`config.mk`:
```
export PLATFORM = sky130hd
export DESIGN_NAME = debug_break_counter_control
export DESIGN_NICKNAME = d
export VERILOG_FILES = /design/src/verilog/debug_pkg.sv /design/src/verilog/stream_if.sv /design/src/verilog/debug_break_counter_control.sv /design/src/verilog/reply_fifo.sv /design/src/verilog/serial_break_gen.sv
export SDC_FILE = /design/constraint.sdc
export NUM_CORES = 1
export LEC_CHECK = 0
export ABC_AREA = 1
export BUFFER_PORTS_ARGS = -buffer_cell sky130_fd_sc_hd__clkbuf_2
export CELL_PAD_IN_SITES_DETAIL_PLACEMENT = 1
export CELL_PAD_IN_SITES_GLOBAL_PLACEMENT = 1
export CORE_MARGIN = 2
export CORE_UTILIZATION = 44
export DETAILED_ROUTE_END_ITERATION = 12
export PLACE_DENSITY_LB_ADDON = 0.1
export SLEW_MARGIN = 20
export SYNTH_ARGS = -nofsm -noshare
export SYNTH_HDL_FRONTEND = slang
export SYNTH_SLANG_ARGS = --single-unit
```
`constraint.sdc`:
```
create_clock -name i_clk -period 2.4 [get_ports i_clk]
set_input_delay 0.48 -clock i_clk [delete_from_list [all_inputs] [get_ports i_clk]]
set_output_delay 0.48 -clock i_clk [all_outputs]
set_load 0.01 [all_outputs]
```
`src/verilog/debug_pkg.sv`:
```
/*
  shared constants for the debug break / counter control block: command codes,
  control and status bit positions, counter modes, reset values and counts.
  assumes every user module imports the whole package.
*/
// Notes on behaviour
// - clock switch voids held baud value
// - clock switch: 4096-clock break, baud reset
// - enabled break opcode idles cpu, debug mode
// - disabled break opcode ignored, acts as nop
// - loop option keeps cpu servicing interrupts, dma
// - status idle bit set while looping
// - loop cleared: next break enters debug
// - looping cpu sees restricted command set
// - cycle mode counts outside debug, stops max
// - cycle mode counter cleared on debug exit
// - countdown mode breaks at zero, keeps value
// - match mode breaks when pc equals counter
// - counter counts bytes, keeps residual value
// - counter always read back inverted
// - counter only ever decrements
// - outside debug only command subset accepted
// - read protect blocks code exposing commands
// - 00h revision, 02h status always accepted
// - 01h, 03h counter commands need debug
// - character: start, 8 data lsb first, stop
// - host break resets baud only; the code also returns the command sequencer to idle
// - counter write: high byte first, else discarded
package debug_pkg;
  localparam int DATA_W = 8;                  // command / reply byte width
  localparam int CNT_W = 16;                  // debug counter width
  localparam int FIFO_DEPTH = 4;              // reply buffer depth
  localparam int BREAK_CLOCKS = 4096;         // outgoing serial break length
  localparam int BREAK_W = 13;                // holds BREAK_CLOCKS

  localparam logic [7:0] CMD_READ_REV = 8'h00;
  localparam logic [7:0] CMD_WRITE_CNT = 8'h01;
  localparam logic [7:0] CMD_READ_STAT = 8'h02;
  localparam logic [7:0] CMD_READ_CNT = 8'h03;
  localparam logic [7:0] CMD_WRITE_CTL = 8'h04;
  localparam logic [7:0] CMD_READ_CTL = 8'h05;

  // control register bit positions
  localparam int CTL_HALT_BIT = 7;            // debug_halt_flag
  localparam int CTL_BRK_EN_BIT = 6;          // break points enabled
  localparam int CTL_LOOP_BIT = 5;            // break_loop_select
  localparam int CTL_MODE_LSB = 3;            // two-bit counter mode
  localparam logic [7:0] CTL_RESET = 8'h00;

  // status register bit positions
  localparam int STAT_HALT_BIT = 7;
  localparam int STAT_IDLE_BIT = 6;
  localparam int STAT_RP_BIT = 5;

  localparam logic [15:0] CNT_RESET = 16'h0000;
  localparam logic [15:0] CNT_MAX = 16'hffff;   // cycle count start, reads 0000h
  localparam logic [15:0] CNT_ZERO = 16'h0000;
  localparam logic [15:0] CNT_LOCKED = 16'hffff; // counter read outside debug

  typedef enum logic [1:0] {
    CNT_OFF,
    CNT_CYCLE,
    CNT_DOWN_BRK,
    CNT_ADDR_MATCH
  } cnt_mode_t;

  // codes that reveal or alter code memory
  function automatic logic cmd_code_protected(input logic [7:0] code);
    cmd_code_protected = (code == 8'h06) || (code == 8'h07) || (code == 8'h0a) ||
                         (code == 8'h0b) || (code == 8'h0c) || (code == 8'h0d) ||
                         (code == 8'h10) || (code == 8'h11) || (code == 8'h12);
  endfunction
endpackage

```
`src/verilog/stream_if.sv`:
```
/*
  valid / ready byte stream from the command logic to the reply buffer and from the buffer to the transmitter.
  assumes both ends sit on the same clock.
*/
interface stream_if #(
  parameter int WIDTH = 8
);
  logic [WIDTH-1:0] data;   // payload
  logic             valid;  // source offers data
  logic             ready;  // sink takes data
  modport src (output data, output valid, input ready);
  modport snk (input data, input valid, output ready);
endinterface

```
`src/verilog/debug_break_counter_control.sv`:
```
/*
  break point, break loop and debug counter control of the debug unit, with
  command gating and the automatic serial break after a clock switch while i_baud_set is high.
  assumes the serial receiver delivers whole command bytes and host breaks as
  pulses on i_clk, the transmitter drains the reply stream, and the cpu obeys
  o_cpu_halt before executing the instruction at a matched address.
*/
module debug_break_counter_control
  import debug_pkg::*;
#(
  parameter logic [7:0] REV_MAJOR = 8'h01,  // arbitrary revision value
  parameter logic [7:0] REV_MINOR = 8'h00   // arbitrary revision value
) (
  input  wire logic        i_clk,
  input  wire logic        i_rst,
  input  wire logic        i_ce,
  input  wire logic [7:0]  i_rx_data,
  input  wire logic        i_rx_valid,
  output logic             o_rx_ready,
  output logic [7:0]       o_tx_data,
  output logic             o_tx_valid,
  input  wire logic        i_tx_ready,
  input  wire logic        i_host_break,
  input  wire logic        i_clk_switch,
  input  wire logic        i_baud_set,
  output logic             o_baud_reset,
  output logic             o_debug_serial_pin_oe,
  output logic             o_debug_serial_pin_out,
  input  wire logic        i_read_protect_option,
  input  wire logic        i_brk_decode,
  input  wire logic        i_instr_start,
  input  wire logic [15:0] i_pc,
  input  wire logic        i_byte_count_dec,
  output logic             o_cpu_halt,
  output logic             o_brk_enable,
  output logic             o_brk_loop,
  output logic [7:0]       o_ext_cmd,
  output logic             o_ext_cmd_valid
);
  typedef enum logic [2:0] {
    ST_IDLE,
    ST_CNT_HI,
    ST_CNT_LO,
    ST_CTL,
    ST_REPLY
  } cmd_state_t;

  cmd_state_t       st_reg, st_next;        // command sequencer
  logic [7:0]       ctl_reg, ctl_next;      // debug_control_reg
  logic [15:0]      cnt_reg, cnt_next;      // debug_cycle_counter (stored)
  logic             idle_reg, idle_next;    // looping on break instruction
  logic [7:0]       hi_reg, hi_next;        // high byte of counter write
  logic [15:0]      rep_reg, rep_next;      // reply bytes, high first
  logic [1:0]       rep_n_reg, rep_n_next;  // reply bytes left
  logic             rdy_reg, rdy_next;      // receiver may deliver
  logic             baud_rst_reg, baud_rst_next;
  logic [7:0]       ext_reg, ext_next;      // forwarded command byte
  logic             extv_reg, extv_next;    // forwarded command strobe
  logic             brk_start;              // launch outgoing break
  logic             brk_active;             // break timer running
  logic             halt;                   // in debug mode
  logic             cmd_open;               // full command set usable
  logic             enter_dbg;              // any hardware debug entry event
  logic             ctl_wr;                 // control write this cycle
  logic             cnt_wr;                 // counter load this cycle
  logic [15:0]      cnt_wr_val;             // counter load value
  logic [7:0]       stat_val;               // debug_status_reg view
  cnt_mode_t        mode;                   // counter mode from control

  stream_if #(.WIDTH(DATA_W)) rep_s ();     // command logic to buffer
  stream_if #(.WIDTH(DATA_W)) tx_s ();      // buffer to transmitter

  assign halt = ctl_reg[CTL_HALT_BIT];
  assign mode = cnt_mode_t'(ctl_reg[CTL_MODE_LSB +: 2]);
  assign cmd_open = halt;

  // status view: halt, idle, read protect
  always_comb begin
    stat_val = 8'h00;
    stat_val[STAT_HALT_BIT] = halt;
    stat_val[STAT_IDLE_BIT] = idle_reg;
    stat_val[STAT_RP_BIT] = i_read_protect_option;
  end

  // reply stream: one byte offered while in the reply state
  // whole bytes only
  assign rep_s.data = rep_reg[15:8];
  assign rep_s.valid = (st_reg == ST_REPLY);
  assign tx_s.ready = i_tx_ready;

  // outputs come straight from flip-flops, except the serial pin data, which is tied low
  assign o_rx_ready = rdy_reg;
  assign o_tx_data = tx_s.data;
  assign o_tx_valid = tx_s.valid;
  assign o_baud_reset = baud_rst_reg;
  assign o_debug_serial_pin_oe = brk_active;
  assign o_debug_serial_pin_out = 1'b0;  // open drain: only ever pulls low
  assign o_cpu_halt = ctl_reg[CTL_HALT_BIT];
  assign o_brk_enable = ctl_reg[CTL_BRK_EN_BIT];
  assign o_brk_loop = ctl_reg[CTL_LOOP_BIT];
  assign o_ext_cmd = ext_reg;
  assign o_ext_cmd_valid = extv_reg;

  assign brk_start = i_clk_switch && i_baud_set;

  // command sequencer; host break and clock switch with i_baud_set abort any command
  always_comb begin
    st_next = st_reg;
    hi_next = hi_reg;
    rep_next = rep_reg;
    rep_n_next = rep_n_reg;
    ext_next = ext_reg;
    extv_next = 1'b0;
    ctl_wr = 1'b0;
    cnt_wr = 1'b0;
    cnt_wr_val = {hi_reg, i_rx_data};
    baud_rst_next = i_host_break || brk_start;
    if (i_host_break || brk_start) begin
      st_next = ST_IDLE;
    end else begin
      case (st_reg)
        ST_IDLE: begin
          if (i_rx_valid) begin
            case (i_rx_data)
              CMD_READ_REV: begin
                rep_next = {REV_MAJOR, REV_MINOR};
                rep_n_next = 2'd2;
                st_next = ST_REPLY;
              end
              CMD_WRITE_CNT: st_next = ST_CNT_HI;
              CMD_READ_STAT: begin
                rep_next = {stat_val, 8'h00};
                rep_n_next = 2'd1;
                st_next = ST_REPLY;
              end
              CMD_READ_CNT: begin
                rep_next = cmd_open ? ~cnt_reg : CNT_LOCKED;
                rep_n_next = 2'd2;
                st_next = ST_REPLY;
              end
              CMD_WRITE_CTL: st_next = ST_CTL;
              CMD_READ_CTL: begin
                rep_next = {ctl_reg, 8'h00};
                rep_n_next = 2'd1;
                st_next = ST_REPLY;
              end
              default: begin
                if (cmd_open && !(i_read_protect_option &&
                                  cmd_code_protected(i_rx_data))) begin
                  ext_next = i_rx_data;
                  extv_next = 1'b1;
                end
              end
            endcase
          end
        end
        ST_CNT_HI: begin
          if (i_rx_valid) begin
            hi_next = i_rx_data;
            st_next = ST_CNT_LO;
          end
        end
        ST_CNT_LO: begin
          if (i_rx_valid) begin
            cnt_wr = cmd_open;
            st_next = ST_IDLE;
          end
        end
        ST_CTL: begin
          if (i_rx_valid) begin
            ctl_wr = 1'b1;
            st_next = ST_IDLE;
          end
        end
        ST_REPLY: begin
          if (rep_s.ready) begin
            rep_next = {rep_reg[7:0], 8'h00};
            rep_n_next = rep_n_reg - 2'd1;
            if (rep_n_reg == 2'd1) begin
              st_next = ST_IDLE;
            end
          end
        end
        default: st_next = ST_IDLE;
      endcase
    end
    // receiver stalls while a reply is queued
    rdy_next = (st_next != ST_REPLY);
  end

  // break point and counter events, debug entry and exit
  always_comb begin
    enter_dbg = 1'b0;
    idle_next = idle_reg;
    if (i_brk_decode && ctl_reg[CTL_BRK_EN_BIT] && !halt) begin
      if (ctl_reg[CTL_LOOP_BIT]) begin
        idle_next = 1'b1;
      end else begin
        enter_dbg = 1'b1;
      end
    end
    if (!halt && mode == CNT_ADDR_MATCH && i_instr_start && i_pc == cnt_reg) begin
      enter_dbg = 1'b1;
    end
    if (!halt && mode == CNT_DOWN_BRK && cnt_reg == CNT_ZERO) begin
      enter_dbg = 1'b1;
    end
    if (!ctl_reg[CTL_BRK_EN_BIT] || halt || enter_dbg) begin
      idle_next = 1'b0;
    end
    // control write, hardware entry sets halt on top
    ctl_next = ctl_wr ? i_rx_data : ctl_reg;
    if (enter_dbg) begin
      ctl_next[CTL_HALT_BIT] = 1'b1;
    end
  end

  // debug counter: loads, byte counting, cycle and countdown decrement
  always_comb begin
    cnt_next = cnt_reg;
    if (cnt_wr) begin
      cnt_next = cnt_wr_val;
    end else if (halt && i_byte_count_dec && cnt_reg != CNT_ZERO) begin
      cnt_next = cnt_reg - 16'h0001;
    end else if (halt && !ctl_next[CTL_HALT_BIT] && mode == CNT_CYCLE) begin
      cnt_next = CNT_MAX;
    end else if (!halt && cnt_reg != CNT_ZERO &&
                 (mode == CNT_CYCLE || mode == CNT_DOWN_BRK)) begin
      cnt_next = cnt_reg - 16'h0001;
    end
  end

  // all state of this module
  always_ff @(posedge i_clk) begin
    if (i_rst) begin
      st_reg <= ST_IDLE;
      ctl_reg <= CTL_RESET;
      cnt_reg <= CNT_RESET;
      idle_reg <= 1'b0;
      hi_reg <= 8'h00;
      rep_reg <= 16'h0000;
      rep_n_reg <= 2'd0;
      rdy_reg <= 1'b0;
      baud_rst_reg <= 1'b0;
      ext_reg <= 8'h00;
      extv_reg <= 1'b0;
    end else if (i_ce) begin
      st_reg <= st_next;
      ctl_reg <= ctl_next;
      cnt_reg <= cnt_next;
      idle_reg <= idle_next;
      hi_reg <= hi_next;
      rep_reg <= rep_next;
      rep_n_reg <= rep_n_next;
      rdy_reg <= rdy_next;
      baud_rst_reg <= baud_rst_next;
      ext_reg <= ext_next;
      extv_reg <= extv_next;
    end
  end

  // reply buffer; its full flag stalls the sequencer in the reply state
  reply_fifo #(
    .WIDTH (DATA_W),
    .DEPTH (FIFO_DEPTH)
  ) u_reply_fifo (
    .i_clk (i_clk),
    .i_rst (i_rst),
    .i_ce  (i_ce),
    .in_s  (rep_s),
    .out_s (tx_s)
  );

  serial_break_gen u_break (
    .i_clk    (i_clk),
    .i_rst    (i_rst),
    .i_ce     (i_ce),
    .i_start  (brk_start),
    .o_active (brk_active)
  );
endmodule

```
`src/verilog/reply_fifo.sv`:
```
/*
  small reply buffer with a registered output stage.
  assumes a power-of-two depth and one clock.
*/
module reply_fifo
  import debug_pkg::*;
#(
  parameter int WIDTH = 8,
  parameter int DEPTH = 4
) (
  input  wire logic i_clk,
  input  wire logic i_rst,
  input  wire logic i_ce,
  stream_if.snk     in_s,
  stream_if.src     out_s
);
  localparam int AW = $clog2(DEPTH);

  logic [WIDTH-1:0] mem_reg [DEPTH];    // storage words
  logic [AW-1:0]    wr_reg, wr_next;    // write pointer
  logic [AW-1:0]    rd_reg, rd_next;    // read pointer
  logic [AW:0]      cnt_reg, cnt_next;  // words held in storage
  logic [WIDTH-1:0] out_reg, out_next;  // output stage data
  logic             ov_reg, ov_next;    // output stage valid
  logic             push;
  logic             pull;

  // full refuses the writer, so back-pressure reaches the command logic
  assign in_s.ready = (cnt_reg != (AW + 1)'(DEPTH));
  assign out_s.data = out_reg;
  assign out_s.valid = ov_reg;

  // pointer, count and output stage next values
  always_comb begin
    push = in_s.valid && in_s.ready;
    pull = (!ov_reg || out_s.ready) && (cnt_reg != '0);
    wr_next = push ? wr_reg + 1'b1 : wr_reg;
    rd_next = pull ? rd_reg + 1'b1 : rd_reg;
    cnt_next = cnt_reg + {{AW{1'b0}}, push} - {{AW{1'b0}}, pull};
    out_next = pull ? mem_reg[rd_reg] : out_reg;
    if (pull) begin
      ov_next = 1'b1;
    end else if (out_s.ready) begin
      ov_next = 1'b0;
    end else begin
      ov_next = ov_reg;
    end
  end

  // state registers
  always_ff @(posedge i_clk) begin
    if (i_rst) begin
      wr_reg <= '0;
      rd_reg <= '0;
      cnt_reg <= '0;
      out_reg <= '0;
      ov_reg <= 1'b0;
    end else if (i_ce) begin
      wr_reg <= wr_next;
      rd_reg <= rd_next;
      cnt_reg <= cnt_next;
      out_reg <= out_next;
      ov_reg <= ov_next;
    end
  end

  // storage words, no reset needed
  always_ff @(posedge i_clk) begin
    if (i_ce && push) begin
      mem_reg[wr_reg] <= in_s.data;
    end
  end
endmodule

```
`src/verilog/serial_break_gen.sv`:
```
/*
  holds the debug pin low for a fixed number of clocks after a start pulse.
  assumes the start pulse is synchronous to i_clk.
*/
module serial_break_gen
  import debug_pkg::*;
(
  input  wire logic i_clk,
  input  wire logic i_rst,
  input  wire logic i_ce,
  input  wire logic i_start,
  output logic      o_active
);
  logic [BREAK_W-1:0] left_reg, left_next;  // clocks of break remaining
  logic               act_reg, act_next;    // break being driven

  assign o_active = act_reg;

  // a new start restarts the full length
  always_comb begin
    if (i_start) begin
      left_next = BREAK_W'(BREAK_CLOCKS);
    end else if (left_reg != '0) begin
      left_next = left_reg - 1'b1;
    end else begin
      left_next = left_reg;
    end
    act_next = (left_next != '0);
  end

  // state registers
  always_ff @(posedge i_clk) begin
    if (i_rst) begin
      left_reg <= '0;
      act_reg <= 1'b0;
    end else if (i_ce) begin
      left_reg <= left_next;
      act_reg <= act_next;
    end
  end
endmodule

```
; ---- Word level (Yosys, flattened, before mapping)
; Memory sizes are Yosys's and may differ from the RTL's. A register that Yosys moved wholly into a read port is not among the register bits.
; Index checks and enable logic that the tools add are counted.
[classes]
n_addsub = 7
eq_ne = 29
muxes = 47
n_bitwise = 3
n_reduce_logical = 64
[ops]
columns = op, count
row1 = 16-bit 2-to-1 mux, 7
row2 = 16-bit case mux with 4 select lines, 1
row3 = 8-bit by 3-bit == test with 1-bit output (second input constant), 4
row4 = 8-bit by 4-bit == test with 1-bit output (second input constant), 4
row5 = 16-bit case mux with 2 select lines, 1
row6 = 13-bit 2-to-1 mux, 2
row7 = 13-bit nonzero test, 2
row8 = 8-bit by 5-bit == test with 1-bit output (second input constant), 3
row9 = 1-bit 2-to-1 mux, 23
row10 = 1-bit logical AND, 19
row11 = 3-bit 2-to-1 mux, 6
row12 = 6-bit AND reduction, 3
row13 = 16-bit == test, 1
row14 = 8-bit by 2-bit == test with 1-bit output (second input constant), 2
row15 = 16-bit zero test, 1
row16 = 16-bit NOT, 1
row17 = 16-bit nonzero test, 1
row18 = 16-bit by 1-bit subtractor with 16-bit output (second input constant), 1
row19 = 1-bit logical OR, 13
row20 = 13-bit by 1-bit subtractor with 13-bit output (second input constant), 1
row21 = 3-bit case mux with 4 select lines, 1
row22 = 2-bit AND reduction, 5
row23 = 3-bit inequality test (second input constant), 3
row24 = 3-bit case mux with 3 select lines, 1
row25 = 27 further kinds, 44
[word_totals]
register_bits = 87
mem_bits_rw = 32
in_bits = 36
output_inout_bits = 25
word_cells = 169
n_memories = 1
[memory_table]
columns = name, words, word_bits, read_ports, rd_clocked_by_memory_dff, wr, line_no
row1 = u_reply_fifo.mem_reg, 4, 8, 1, 1, 1, reply_fifo.sv:19  ; logic [WIDTH-1:0] mem_reg [DEPTH];

; ---- Logic depth before layout (Yosys ltp)
[logic_depth]
ltp_word = 17
depth_mapped = 14

; ---- Modules after synthesis
; From an unflattened synthesis, not the netlist that was laid out.
[hier_totals]
cells_unflattened = 992
hier_area_um2 = 7150.6
[by_module_without_submodules]
columns = mod, instances, cells_each, area_per_inst_um2, seq_area_each_um2
row1 = debug_break_counter_control, 1, 590, 3946.3, 1301.2
row2 = reply_fifo, 1, 240, 2184.6, 1281.2
row3 = serial_break_gen, 1, 162, 1019.7, 280.3

; ---- Worst setup path before layout
; Ideal clock, no wire load.
[synth_timing]
path_type = input -> register
from = input i_tx_ready
to = register u_reply_fifo.cnt_reg[2]
setup_time_ps = 70
t_arrival_ps = 1899
required_time_ps = 2330
setup_slack_ps = 431
cell_stages = 12
path_buffers = 0
path_cell_list = inv_1 > a21oi_1 > ha_1 > inv_1 > ha_1 > inv_1 > fa_1 > nand2_1 > nand2_1 > nor2_1 > o21ai_0 > a21oi_1
[synth_via]
elab_chain_cells = 3
[synth_rtl]
columns = item, line_no
row1 = "start, declared", debug_break_counter_control.sv:22  ; input wire logic i_tx_ready,
row2 = 1-bit logical OR, reply_fifo.sv:36  ; pull = (!ov_reg || out_s.ready) && (cnt_reg != '0);
row3 = 1-bit logical AND, reply_fifo.sv:36
row4 = 3-bit by 1-bit subtractor with 3-bit output, reply_fifo.sv:39  ; cnt_next = cnt_reg + {{AW{1'b0}}, push} - {{AW{1'b0}}, pull};
row5 = "end signal, assigned", reply_fifo.sv:61  ; cnt_reg <= cnt_next;
row6 = "end, declared", reply_fifo.sv:22  ; logic [AW:0] cnt_reg, cnt_next;
; No other way between the ends.
; A chain may end at the register's enable or synchronous reset.

; ---- Worst setup path after layout
[layout_timing]
from = register u_reply_fifo.cnt_reg[1]
to = register u_reply_fifo.cnt_reg[2]
[layout_via]
elab_chain_cells = 4
word_cells_on_any_way = 6
classes_between = add/sub: 2 / eq/ne: 1 / reduce/logical: 3
[layout_rtl]
columns = item, line_no
row1 = 3-bit inequality test, reply_fifo.sv:29  ; assign in_s.ready = (cnt_reg != (AW + 1)'(DEPTH));
row2 = 1-bit logical AND, reply_fifo.sv:35  ; push = in_s.valid && in_s.ready;
row3 = 3-bit by 1-bit adder with 3-bit output, reply_fifo.sv:39
row4 = 3-bit by 1-bit subtractor with 3-bit output *, reply_fifo.sv:39
; Mark *: on every way between the ends. The rest lies on a longest branch, timed or not.

==> Flow_metrics.wiki <==
{| class="wikitable"
! Metric !! Value
|-
| Outcome || finished, final reports clean
|-
| Bufs and invs on worst path || 2
|-
| Number of core rows || 45
|-
| Number of distinct library cell variants in the gate-level netlist after synthesis || 55
|-
| Worst Min Path Start || i_rx_data[5]
|-
| Power after layout || 5350 uW
|-
| R2R Path Start || u_reply_fifo.cnt_reg[1]
|-
| Number of clock sinks || 127
|-
| Hold Slack || 0.392 ns
|-
| Chip width || 129 microns
|-
| Number of antenna violations at the first check in global routing || 0
|-
| Signed area change from the synthesized netlist to the final layout || 16.9%
|-
| Number of hold-repair buffers added at the cts stage || 0
|-
| Gate family responsible for the most delay along the worst path || adder cells
|-
| Worst reg2reg endpoint || u_reply_fifo.cnt_reg[2]
|-
| Global placement routability congestion || 0.917
|-
| Peak supply drop || 474 uV
|-
| Number of flip-flops under the largest register name || 32
|-
| Maximum count of clock buffers along a single path || 2
|-
| Amount of wire on met2 after detailed routing || 11100 microns
|-
| Clock period minus worst slack || 2.22 ns
|-
| Fraction of layout cells with a size suffix above 1 || 0.168
|-
| Antenna fix cells || 0
|-
| Classification of the worst setup path || reg2reg
|-
| Global route overflow || 0
|-
| Critical path's largest stage delay || 0.39 ns
|-
| Data required time of the worst path || 2.74 ns
|-
| Number of instances in the synthesized netlist || 925
|-
| Pwr Density || 668 nW/um^2
|-
| Syn Area/Cell || 7.41 sq um
|-
| DR WL/cell || 18.6 microns
|-
| Kind of path behind the tightest hold check || in2reg
|-
| Worst-path cell with the longest stage delay || fa_1
|-
| Number of vias after detailed routing || 6553
|-
| Sequential element share of the synthesized area || 0.418
|-
| Final setup violation count || 0
|-
| Global-route wire length before repair || 35700 microns
|-
| Number of pins with negative max-slew slack in the final report || 0
|-
| Port-buffer cells || 59
|-
| Number of detailed-routing iterations run before antenna repair || 4
|-
| Number of global-route vias before repair || 6841
|-
| Buffer type at the clock tree root || clkbuf_16
|-
| CP Capture Type || register
|-
| Warnings from Yosys || 0
|-
| TritonCTS clock tree || done
|-
| Combinational family with the most area after synthesis || simple AND/OR/NAND/NOR gates
|-
| Maximum number of pins on one net before global-route repair || 40
|-
| Setup repair after global routing missed its margin || no
|-
| First element of the critical path || u_reply_fifo.cnt_reg[1]
|-
| Worst Path Arrival || 2.56 ns
|-
| Number of cells on the critical path || 12
|-
| Die ar. || 16600 sq um
|-
| Total routed wirelength || 22200 microns
|-
| Total nets after synthesis || 975
|-
| Worst r2r path cells || 12
|-
| Crit share post-route || 0.927
|-
| Number of cells traversed by the worst hold path || 3
|-
| IO Count || 61
|-
| Remaining number of nets flagged by the antenna check after routing || 0
|-
| Fraction of the mapped netlist area in adder cells || 0.0267
|-
| Inserted Clock Buffers || 17
|-
| Total count of hold-check failures in the final report || 0
|-
| Critical Path Source Type || register
|-
| Reported leakage power || 0.00350 uW
|-
| Setup TNS after final layout || 0 ns
|-
| Starting DRT DRC Count || 368
|-
| Max FO, Critical Path || 6
|-
| Worst clock skew || 0.00982 ns
|-
| CTS clk-pin slew, worst paths || 0.06 ns
|-
| Complex-gate fraction of the synthesized area || 0.185
|-
| Cells along the critical path || nor3_2 > a21oi_2 > ha_1 > inv_1 > ha_1 > inv_1 > fa_1 > nand2_1 > nand2_1 > nor2_2 > o21ai_0 > a21oi_1
|-
| End point of the worst hold path || hi_reg[5]
|-
| Clock network latency to the later pin of the worst-skew pair || 0.42 ns
|-
| H-tree levels || 4
|-
| Flip-flop and latch count after synthesis || 127
|-
| Highest metal used || met4
|-
| Biggest area consumer among synthesized cells || dfxtp_1
|-
| Vias per inst || 5.49
|-
| Core outline area || 15200 sq um
|-
| Initial core utilization || 0.451
|-
| Count of maximum capacitance violations || 0
|-
| Overall fraction of global-route tracks in use || 0.280
|-
| Post-synth EDFFs || 32
|-
| Fraction of synthesized cell area taken by the top area cell type || 0.277
|-
| Internal reg-to-reg setup slack || 0.18 ns
|-
| Post-Synthesis Cell Area || 6850 sq um
|-
| Net count reported at finish || 1043
|-
| Top cells by area in the synthesized netlist || dfxtp_1 (28%), edfxtp_1 (14%), nand2_1 (10%)
|-
| Number of design rule violations left after detail routing || 0
|-
| Simple-gate portion of the synthesized area || 0.253
|-
| Die Ht || 129 microns
|-
| Routed length on met3 || 656 microns
|-
| Multiplexer share of the synthesized area || 0
|-
| Most common flop cell mapped by yosys || dfxtp_1
|-
| Async set-or-reset flop fraction in the synthesized netlist || 0
|-
| Achievable Freq || 450 MHz
|-
| XOR/XNOR share of the synthesized area || 0.0332
|-
| Total half-perimeter wirelength after legalization and detailed placement || 16400 microns
|-
| M1 WL || 9590 microns
|}
[worst max-delay path by stage]
stage / to / slack [ns]
2_1_floorplan: u_reply_fifo.cnt_reg[2] / 0.43
3_3_place_gp: rep_reg[6] / 0.15
3_5_place_dp: rep_reg[4] / 0.07
4_1_cts: u_reply_fifo.cnt_reg[2] / 0.06
5_1_grt: cnt_reg[13] / 0.0002
6_report: u_reply_fifo.cnt_reg[2] / 0.18
[metal layers]
layer / up-vias / global-route usage
met4: 0 / 0.130
met5: - / 0
met3: 50 / 0.0453
met2: 128 / 0.484
li1: 3203 / -
met1: 3172 / 0.341
[metrics by stage]
stage               std cells  area [sq um]   util  setup slack [ns]
global route             1194          8010  0.527          0.000158
detailed placement       1161          7440  0.489            0.0689
finish                   1194          8010  0.527             0.175
global placement         1161          7440  0.489             0.153
CTS                      1193          7990  0.526            0.0577
floorplan                 925          6850      -             0.431
[worst min-delay path: cells and delay by family]
| kind | cells | cell delay, ns |
|---|---|---|
| AOI/OAI and AO/OA | 2 | 0.18 |
| buffers and inverters | 1 | 0.11 |
[cell usage in the layout, fill, tap and decap left out, types with 3 or more instances in the layout]
master,n
nand2_1,182
nor2_1,118
dfxtp_1,93
inv_1,85
o21ai_0,83
a21oi_1,81
clkbuf_2,59
nand3_1,58
edfxtp_1,32
buf_4,31
xor2_1,19
o21ai_1,17
clkbuf_16,17
ha_1,13
o211ai_1,10
o22ai_1,8
inv_2,7
a31oi_1,7
xnor2_1,7
a211oi_2,7
nor2_2,5
nand2_2,4
clkinv_2,4
nor3_1,4
nand4_1,4
nor2_4,3
clkinvlp_4,3
clkinv_4,3
[cell type report]
class / instances / area [sq um]
inverter: 96 / 367
timing repair buffer: 92 / 568
multi-input combinational: 659 / 3430
clock inverter: 13 / 115
fill: 1958 / 7190
clock buffer: 19 / 433
tap: 188 / 235
sequential: 127 / 2870
[synthesized netlist by cell type (5+ instances only)]
| library cell | instances |
|---|---|
| a211oi_2 | 7 |
| a21oi_1 | 82 |
| a31oi_1 | 7 |
| buf_2 | 7 |
| clkbuf_1 | 28 |
| dfxtp_1 | 95 |
| edfxtp_1 | 32 |
| ha_1 | 13 |
| inv_1 | 85 |
| inv_2 | 7 |
| nand2_1 | 182 |
| nand3_1 | 58 |
| nor2_1 | 119 |
| nor3_1 | 5 |
| o211ai_1 | 10 |
| o21ai_0 | 83 |
| o21ai_1 | 17 |
| o22ai_1 | 8 |
| xnor2_1 | 7 |
| xor2_1 | 19 |
[report_power, final]
group / total (uW) / internal, uW / switching, uW / leakage (uW)
Clock: 2450 / 1420 / 1030 / 0.000261
Combinational: 622 / 218 / 404 / 0.00210
Sequential: 2280 / 2240 / 47.4 / 0.00114
Total: 5350 / 3880 / 1480 / 0.00350
[cells by family after synthesis]
group | after synthesis
and+or+nand+nor | 394
AOI/OAI and AO/OA | 224
buffers and inverters | 139
DFF | 127
xor gates and xnor gates | 26
adders and majority gates | 14
other | 1
[repair_timing]
item | in CTS | in global routing
setup endpoints to repair | 0 | 1
buffers inserted | 0 | 1
resized for setup | 0 | 5
No activity file was read; power rests on OpenSTA's default activity.
